===== src/pdma_pkg.sv =====
// shared constants for the peripheral dma channel control block
package pdma_pkg;
  // register byte offsets
  localparam logic [7:0] OFS_RX_PTR      = 8'h00;
  localparam logic [7:0] OFS_RX_CNT      = 8'h04;
  localparam logic [7:0] OFS_TX_PTR      = 8'h08;
  localparam logic [7:0] OFS_TX_CNT      = 8'h0c;
  localparam logic [7:0] OFS_RX_NPTR     = 8'h10;
  localparam logic [7:0] OFS_RX_NCNT     = 8'h14;
  localparam logic [7:0] OFS_TX_NPTR     = 8'h18;
  localparam logic [7:0] OFS_TX_NCNT     = 8'h1c;
  localparam logic [7:0] OFS_CTRL        = 8'h20;
  localparam logic [7:0] OFS_STAT        = 8'h24;
  localparam logic [7:0] OFS_CFG         = 8'h28;
  localparam logic [7:0] OFS_FLAGS       = 8'h2c;
  // control and status bit positions
  localparam int         BIT_RX_EN       = 0;
  localparam int         BIT_RX_DIS      = 1;
  localparam int         BIT_TX_EN       = 8;
  localparam int         BIT_TX_DIS      = 9;
  localparam int         BIT_STAT_RX     = 0;
  localparam int         BIT_STAT_TX     = 8;
  // flag register bit positions
  localparam int         BIT_RX_END      = 0;
  localparam int         BIT_RX_FULL     = 1;
  localparam int         BIT_TX_END      = 2;
  localparam int         BIT_TX_EMPTY    = 3;
  // config register: bit 0 half duplex, bits 2:1 transfer size
  localparam int         BIT_HALF        = 0;
  localparam int         BIT_SIZE_LO     = 1;
  localparam int         CNT_W           = 16;
  localparam logic [31:0] RST_VALUE      = 32'h0000_0000;
  // transfer size encodings
  typedef enum logic [1:0] {
    SIZE_BYTE = 2'h0,
    SIZE_HALF = 2'h1,
    SIZE_WORD = 2'h2
  } xfer_size_e;
endpackage : pdma_pkg

===== src/pdma_channel.sv =====
// peripheral dma channel pair: pointers, counters, enables and end flags
//
// Operation
// RULE_01: zero rx count halts, nonzero moves data
// RULE_02: zero tx count halts, nonzero moves data
// RULE_03: software loads tx pointer, count first
// RULE_04: software sets rx count to buffer size
// RULE_05: half duplex shares current pointer register
// RULE_06: half duplex shares current counter
// RULE_07: rx next pointer, shared in half duplex
// RULE_08: tx next counter, shared in half duplex
// RULE_09: rx enable sets unless disable also written
// RULE_10: rx disable turns off rx requests
// RULE_11: half duplex rx enable drops tx
// RULE_12: half duplex rx disable drops tx
// RULE_13: tx enable sets, half duplex needs no rx enable
// RULE_14: software never sets both enables half duplex
// RULE_15: tx disable turns off tx requests
// RULE_16: half duplex tx disable drops rx
// RULE_17: status bit 0 shows rx enable
// RULE_18: status bit 8 shows tx enable
// RULE_19: count zero reloads from next or stops
// RULE_20: pointer advances one, two or four bytes
// RULE_21: end and buffer flags from counter states
// RULE_22: nonzero counter write clears end flags
// RULE_23: reserved bits ignored and read zero
//
// Design decisions made here: the placing of the registers and the APB interface to the registers.
module pdma_channel
  import pdma_pkg::*;
#(
  parameter int CW = CNT_W
) (
  // clock and reset
  input  wire logic        clk,
  input  wire logic        arst_n,
  // apb slave
  input  wire logic        psel,
  input  wire logic        penable,
  input  wire logic        pwrite,
  input  wire logic [7:0]  paddr,
  input  wire logic [31:0] pwdata,
  output logic      [31:0] prdata,
  output logic             pready,
  output logic             pslverr,
  // peripheral ready strobes (same clock)
  input  wire logic        rx_ready,
  input  wire logic        tx_ready,
  // memory side of one item move
  output logic             rx_move,
  output logic             tx_move,
  output logic      [31:0] mem_addr,
  // flags back to the peripheral
  output logic             rx_end_flag,
  output logic             rx_buffer_full_flag,
  output logic             tx_end_flag,
  output logic             tx_buffer_empty_flag
);

  // reset synchroniser
  logic rst_meta, rst_sync;
  always_ff @(posedge clk or negedge arst_n) begin
    if (!arst_n) begin
      rst_meta <= 1'b0;
      rst_sync <= 1'b0;
    end else begin
      rst_meta <= 1'b1;
      rst_sync <= rst_meta;
    end
  end
  wire logic rst_n = rst_sync;

  // state registers: index 0 receive, 1 transmit
  logic [31:0]   cur_ptr  [2];
  logic [CW-1:0] cur_cnt  [2];
  logic [31:0]   nxt_ptr  [2];
  logic [CW-1:0] nxt_cnt  [2];
  logic [1:0]    req_en;
  logic [1:0]    end_f, buf_f;
  logic          half_duplex;
  logic [1:0]    size_sel;
  logic [1:0]    move_q;
  logic [31:0]   addr_q;
  logic [31:0]   rdata_q;
  logic          ready_q;

  logic [31:0]   next_cur_ptr [2];
  logic [CW-1:0] next_cur_cnt [2];
  logic [31:0]   next_nxt_ptr [2];
  logic [CW-1:0] next_nxt_cnt [2];
  logic [1:0]    next_req_en, next_end_f, next_buf_f, next_move;
  logic          next_half;
  logic [1:0]    next_size;
  logic [31:0]   next_addr, next_rdata;

  // apb: pready comes from a flop, so each access has one wait state; a write
  // lands at the edge where pready is seen high, a read loads data one edge earlier
  wire logic next_ready = psel & penable & ~ready_q;
  wire logic wr_acc = psel & penable & pwrite & ready_q;
  wire logic rd_acc = psel & penable & ~pwrite & ~ready_q;
  wire logic [31:0] wd = pwdata;

  // half duplex folds both names onto slot 0
  wire logic tx_slot = ~half_duplex;

  // item step in bytes
  logic [31:0] step;
  always_comb begin
    case (xfer_size_e'(size_sel))
      SIZE_BYTE: step = 32'h0000_0001;
      SIZE_HALF: step = 32'h0000_0002;
      SIZE_WORD: step = 32'h0000_0004;
      default:   step = 32'h0000_0004;
    endcase
  end

  // next state of pointers, counters, enables, flags
  always_comb begin
    logic [1:0] rdy;
    logic       s;
    logic [1:0] wr_cur, wr_nxt;
    s            = 1'b0;
    next_cur_ptr = cur_ptr;
    next_cur_cnt = cur_cnt;
    next_nxt_ptr = nxt_ptr;
    next_nxt_cnt = nxt_cnt;
    next_req_en  = req_en;
    next_end_f   = end_f;
    next_buf_f   = buf_f;
    next_half    = half_duplex;
    next_size    = size_sel;
    next_move    = 2'b00;
    next_addr    = addr_q;
    wr_cur       = 2'b00;
    wr_nxt       = 2'b00;
    rdy          = {tx_ready, rx_ready};
    // one item per ready strobe; half duplex direction is the enabled one
    for (int c = 0; c < 2; c++) begin
      s = (c == 1) ? tx_slot : 1'b0;
      if (rdy[c] && req_en[c] && cur_cnt[s] != '0) begin // RULE_01 RULE_02
        next_move[c]    = 1'b1;
        next_addr       = cur_ptr[s];
        next_cur_ptr[s] = cur_ptr[s] + step; // RULE_20
        next_cur_cnt[s] = cur_cnt[s] - 1'b1;
        if (cur_cnt[s] == {{(CW-1){1'b0}}, 1'b1}) begin
          if (nxt_cnt[s] != '0) begin // RULE_19
            next_cur_ptr[s] = nxt_ptr[s];
            next_cur_cnt[s] = nxt_cnt[s];
            next_nxt_ptr[s] = RST_VALUE;
            next_nxt_cnt[s] = '0;
            next_end_f[c]   = 1'b1; // RULE_21
          end else begin
            next_end_f[c] = 1'b1; // RULE_21
            next_buf_f[c] = 1'b1; // RULE_21
          end
        end
      end
    end
    // register writes win over the datapath update on the same field
    if (wr_acc) begin
      case (paddr)
        OFS_RX_PTR:  next_cur_ptr[0] = wd; // RULE_05
        OFS_TX_PTR:  next_cur_ptr[tx_slot] = wd; // RULE_05
        OFS_RX_NPTR: next_nxt_ptr[0] = wd; // RULE_07
        OFS_TX_NPTR: next_nxt_ptr[tx_slot] = wd; // RULE_07
        OFS_RX_CNT: begin
          next_cur_cnt[0] = wd[CW-1:0]; // RULE_06 RULE_23
          wr_cur[0] = 1'b1;
        end
        OFS_TX_CNT: begin
          next_cur_cnt[tx_slot] = wd[CW-1:0]; // RULE_06
          wr_cur[1] = 1'b1;
        end
        OFS_RX_NCNT: begin
          next_nxt_cnt[0] = wd[CW-1:0];
          wr_nxt[0] = 1'b1;
        end
        OFS_TX_NCNT: begin
          next_nxt_cnt[tx_slot] = wd[CW-1:0]; // RULE_08
          wr_nxt[1] = 1'b1;
        end
        OFS_CTRL: begin
          // reserved control bits simply not decoded
          if (wd[BIT_RX_EN] && !wd[BIT_RX_DIS]) begin
            next_req_en[0] = 1'b1; // RULE_09
            if (half_duplex) next_req_en[1] = 1'b0; // RULE_11
          end
          if (wd[BIT_TX_EN] && !(half_duplex && wd[BIT_RX_EN])) begin
            next_req_en[1] = 1'b1; // RULE_13
          end
          if (wd[BIT_RX_DIS]) begin
            next_req_en[0] = 1'b0; // RULE_10
            if (half_duplex) next_req_en[1] = 1'b0; // RULE_12
          end
          if (wd[BIT_TX_DIS]) begin
            next_req_en[1] = 1'b0; // RULE_15
            if (half_duplex) next_req_en[0] = 1'b0; // RULE_16
          end
        end
        OFS_CFG: begin
          next_half = wd[BIT_HALF];
          next_size = wd[BIT_SIZE_LO +: 2];
        end
        default: ;
      endcase
      // in half duplex a counter write speaks for both directions
      if (half_duplex) begin
        wr_cur = {2{|wr_cur}};
        wr_nxt = {2{|wr_nxt}};
      end
      // a nonzero counter write clears the flags; a completion
      // in the same cycle is not set then, software rearmed it
      for (int c = 0; c < 2; c++) begin
        if ((wr_cur[c] || wr_nxt[c]) && wd[CW-1:0] != '0) begin
          next_end_f[c] = 1'b0; // RULE_22
          next_buf_f[c] = 1'b0; // RULE_22
        end
      end
    end
  end

  // read mux; unused upper bits read zero
  always_comb begin
    next_rdata = RST_VALUE;
    if (rd_acc) begin
      case (paddr)
        OFS_RX_PTR:  next_rdata = cur_ptr[0];
        OFS_TX_PTR:  next_rdata = cur_ptr[tx_slot];
        OFS_RX_NPTR: next_rdata = nxt_ptr[0];
        OFS_TX_NPTR: next_rdata = nxt_ptr[tx_slot];
        OFS_RX_CNT:  next_rdata = 32'(cur_cnt[0]); // RULE_23
        OFS_TX_CNT:  next_rdata = 32'(cur_cnt[tx_slot]);
        OFS_RX_NCNT: next_rdata = 32'(nxt_cnt[0]);
        OFS_TX_NCNT: next_rdata = 32'(nxt_cnt[tx_slot]);
        OFS_STAT: begin
          next_rdata[BIT_STAT_RX] = req_en[0]; // RULE_17
          next_rdata[BIT_STAT_TX] = req_en[1]; // RULE_18
        end
        OFS_CFG: begin
          next_rdata[BIT_HALF] = half_duplex;
          next_rdata[BIT_SIZE_LO +: 2] = size_sel;
        end
        OFS_FLAGS: begin
          next_rdata[BIT_RX_END]   = end_f[0];
          next_rdata[BIT_RX_FULL]  = buf_f[0];
          next_rdata[BIT_TX_END]   = end_f[1];
          next_rdata[BIT_TX_EMPTY] = buf_f[1];
        end
        default: next_rdata = RST_VALUE; // write-only control reads zero
      endcase
    end
  end

  // register everything
  always_ff @(posedge clk or negedge rst_n) begin
    if (!rst_n) begin
      for (int c = 0; c < 2; c++) begin
        cur_ptr[c] <= RST_VALUE;
        cur_cnt[c] <= '0;
        nxt_ptr[c] <= RST_VALUE;
        nxt_cnt[c] <= '0;
      end
      req_en      <= 2'b00;
      end_f       <= 2'b00;
      buf_f       <= 2'b00;
      half_duplex <= 1'b0;
      size_sel    <= SIZE_BYTE;
      move_q      <= 2'b00;
      addr_q      <= RST_VALUE;
      rdata_q     <= RST_VALUE;
      ready_q     <= 1'b0;
    end else begin
      cur_ptr     <= next_cur_ptr;
      cur_cnt     <= next_cur_cnt;
      nxt_ptr     <= next_nxt_ptr;
      nxt_cnt     <= next_nxt_cnt;
      req_en      <= next_req_en;
      end_f       <= next_end_f;
      buf_f       <= next_buf_f;
      half_duplex <= next_half;
      size_sel    <= next_size;
      move_q      <= next_move;
      addr_q      <= next_addr;
      rdata_q     <= next_rdata;
      ready_q     <= next_ready;
    end
  end

  // outputs straight from flops; the error response is never used, every
  // address answers and unmapped ones simply read zero
  assign prdata               = rdata_q;
  assign pready               = ready_q;
  assign pslverr              = 1'b0;
  assign rx_move              = move_q[0];
  assign tx_move              = move_q[1];
  assign mem_addr             = addr_q;
  assign rx_end_flag          = end_f[0];
  assign rx_buffer_full_flag  = buf_f[0];
  assign tx_end_flag          = end_f[1];
  assign tx_buffer_empty_flag = buf_f[1];
endmodule : pdma_channel


===== config.mk =====
export PLATFORM = sky130hd
export DESIGN_NAME = pdma_channel
export DESIGN_NICKNAME = d
export VERILOG_FILES = /design/src/pdma_pkg.sv /design/src/pdma_channel.sv
export SDC_FILE = /design/constraint.sdc
export NUM_CORES = 1
export LEC_CHECK = 0
export BUFFER_PORTS_ARGS = -buffer_cell sky130_fd_sc_hd__buf_2
export CORE_UTILIZATION = 56
export CTS_CLUSTER_DIAMETER = 150
export DETAILED_ROUTE_END_ITERATION = 10
export PLACE_DENSITY = 0.75
export SKIP_LAST_GASP = 1
export SLEW_MARGIN = 20
export SYNTH_ARGS = -nofsm -noshare
export SYNTH_HDL_FRONTEND = slang
export SYNTH_SLANG_ARGS = --single-unit

===== constraint.sdc =====
create_clock -name clk -period 7.51 [get_ports clk]
set_clock_uncertainty 0.15 [all_clocks]
set_input_delay 0.751 -clock clk [delete_from_list [all_inputs] [get_ports clk]]
set_output_delay 0.751 -clock clk [all_outputs]
set_load 0.05 [all_outputs]

==> results by group <==
Worst setup path
  – R2R cell count: 10
  – CP Buf/Inv Count: 3
  – Reg2reg end: nxt_ptr[46]
  – Reg2Reg Launch Point: half_duplex
  – WP data required: 7.87 ns
  – Slowest cell on crit path: dfrtp_4
  – Cell chain of the critical path: buf_4, nor3_1, o22ai_1, nor4_4, o21ai_4, buf_4, nor2_1, nor3_4, buf_4, a22o_1
  – WP data arrival: 5.29 ns
  – Startpoint types: flip-flop
  – Worst Setup Path Type: reg -> reg
  – FF-to-FF setup slack: about 2.6 ns
  – Cell mode on critical path: buf_4
  – CP Capture Type: flip-flop
  – Top delay family on crit path: buffers and inverters
  – CP max FO: 56
  – Largest stage delay, worst path: 0.88 ns

Routing
  – M1 wire length: ~30,000 um
  – Drt total wl: 74,400 um
  – Highest routed layer: met5
  – Post-DR wirelength/cell: 30.0 um
  – Pre-antenna DRT Iters: 9
  – Via count: 18,400
  – WL met2: ~30,000 um
  – DR iter-0 viols: 3,172
  – Met3 wire len: 11,400 um
  – Post-route ant nets: 0
  – Vias per inst: 7.43
  – # DRC: 0

Logic synthesis
  – Post-synth top cells: nand2_1, dfrtp_1, nor2_1, a21oi_1, o21ai_0
  – Top-count cell post-synth: nand2_1
  – Top_reg_cell synth: dfrtp_1
  – Cells after Synth: 2,055
  – Synth area leaders: dfrtp_1, nand2_1, nor2_1, a21oi_1, a22o_1
  – Number of synthesized flops with an enable pin: 0
  – Avg Inst Size Synth: roughly 8.5 um^2
  – Post-synth top area cell: dfrtp_1
  – Synth top area share: 38.8%
  – Synth Warn #: 0
  – Mapped Area: 17,400 um^2
  – Number of distinct library cells after synthesis: 101
  – Syn Nets: 2,112
  – Flops & latches, synth: 270
  – Sequential share of the synthesized area: ~39%
  – Asr flop ratio synth: 100%

Global route
  – First-pass GRT wire length: 110,000 um
  – Initial antenna violation count: 2
  – All-layer global routing usage: 46.9%
  – Maximum number of pins on one net before global-route repair: between 100 and 150
  – Grt ovf: 0
  – Vias in the first global route: 17,100

Clocking
  – Max clock buf depth: 3
  – Clock transition at the registers of the reported paths: 0.06 ns
  – CTS tree: done
  – CTS H-tree depth: 1
  – Root Buffer: clkbuf_16
  – Num Clock Sinks: 270
  – Worst skew pair latency: 0.58 ns
  – Clock buffer count from CTS: 31

STA
  – RSZ-0062 raised after global routing: false
  – Fmax: 203 MHz
  – Hold_ws: 0.209 ns
  – Tmin final: 4.92 ns
  – Final setup fails: 0
  – Fin Setup TNS: 0 ns
  – Worst slew margin relative to its limit: 21.4%
  – Slew @ Worst Pin: 1.17 ns
  – Fin crit share: 65.6%
  – Final Hold Violating Endpoints: 0
  – Final Slew Violations: 0

Placement
  – Cell Count Post-Placement: 2,424
  – Routability cong.: 1.04
  – DP Area: roughly 18,000 um^2
  – IO buf count: 117
  – Detail Placement HPWL: 48,700 um

Floorplanning
  – Die ar.: about 32,000 um^2
  – Starting Density: a little under three fifths
  – Core area: 30,600 um^2
  – Die Span X: 178 um
  – # rows: 64
  – I/O pins: 119
  – Overall die height: 178 um

Worst hold path
  – Endpoint, Worst Hold: rst_n
  – Hold Crit Start: rst_meta
  – HP Class: reg -> reg
  – Hold Crit Depth: 0

Power
  – Leak: 0.00833 uW
  – Power density over cell area: 188 nW/um^2
  – Max VDD drop: 0.199 mV

Finish
  – Layout cell share with drive strength beyond 1: between 10% and 20%
  – Nets: between 2,000 and 2,500
  – Final core occ: just over 60%
  – Final Cell Area: approximately 19,000 um^2
  – Non-filler cells, final: about 2,500
  – Area growth, synth to finish: 9.47%

Run status
  – Status: complete, no violations

Run
  – Max-cap viol count: 0
==> layout by cell type, fill, tap and decap left out, types with 32 or more instances in the layout <==
cell	count
a31oi_1	54
a211oi_1	32
a21oi_1	126
a22o_1	61
nor3_1	56
nand2_1	288
o21ai_0	104
o22ai_1	58
buf_4	44
buf_2	117
nand3_1	78
mux2i_1	45
dfrtp_1	268
nor2_1	178
==> logic make-up (layout without fill, tap and decap cells) <==
family / count (synthesis) / count (layout) / share of synthesized area (%)
flops: 270 / 270 / 38.8
fa+ha+maj: 14 / 14 / 1.04
xor+xnor: 48 / 48 / 2.42
other cells: 2 / 4 / 0.0431
compound gates: 655 / 655 / 26.0
simple gates: 785 / 785 / 21.5
buf+inv: 207 / 237 / 5.68
mux: 74 / 74 / 4.46
==> sequential cells by signal, summed over array words and instances (netlist names) <==
| signal | cells |
|---|---|
| cur_ptr | 64 |
| nxt_ptr | 64 |
| cur_cnt | 32 |
| mem_addr | 32 |
| nxt_cnt | 32 |
| prdata | 32 |
| buf_f | 2 |
| end_f | 2 |
| move_q | 2 |
| req_en | 2 |
| size_sel | 2 |
| half_duplex | 1 |
| pready | 1 |
| rst_meta | 1 |
| rst_n | 1 |
==> per-layer routing <==
| metal | vias to the layer above | global-route usage, % |
|---|---|---|
| li1 | 7631 | - |
| met1 | 8859 | 66.4 |
| met2 | 1638 | 64.4 |
| met3 | 307 | 15.6 |
| met4 | 2 | 20.2 |
| met5 | - | 0 |
==> stage by stage <==
step | worst slack (ns) | total power [uW]
3_3_place_gp | 2.84 | 1940
2_1_floorplan | 2.93 | 1810
4_1_cts | 2.78 | 3560
5_1_grt | 2.44 | 3660
3_5_place_dp | 2.81 | 1950
6_report | 2.59 | 3580
==> how the worst max path moves through the flow <==
stage	cells after the start	start	end
after global routing	10	half_duplex	nxt_ptr[45]
after floorplan	0	rst_n	buf_f[0]
final	10	half_duplex	nxt_ptr[46]
after detailed placement	10	half_duplex	nxt_ptr[46]
after CTS	10	half_duplex	nxt_ptr[45]
after global placement	8	half_duplex	cur_ptr[54]
==> timing repair <==
item,CTS,global route
gates resized for setup,0,0
buffers inserted,0,0
hold endpoints to repair,2,0
hold buffers,1,0
==> cell type report <==
type / count / area (um^2)
fill: 2697 / 11500
multi-input combinational: 1578 / 9700
sequential: 270 / 6760
timing repair buffer: 163 / 946
clock buffer: 43 / 881
tap: 396 / 495
clock inverter: 13 / 195
inverter: 18 / 67.6
antenna: 2 / 5.00
==> where the power goes <==
group / switching, uW / internal (uW) / leakage, uW
combinational: 303 / 121 / 0.00408
clock: 654 / 983 / 0.000527
sequential: 49.5 / 1480 / 0.00373
Power figures use the tool's default switching activity.
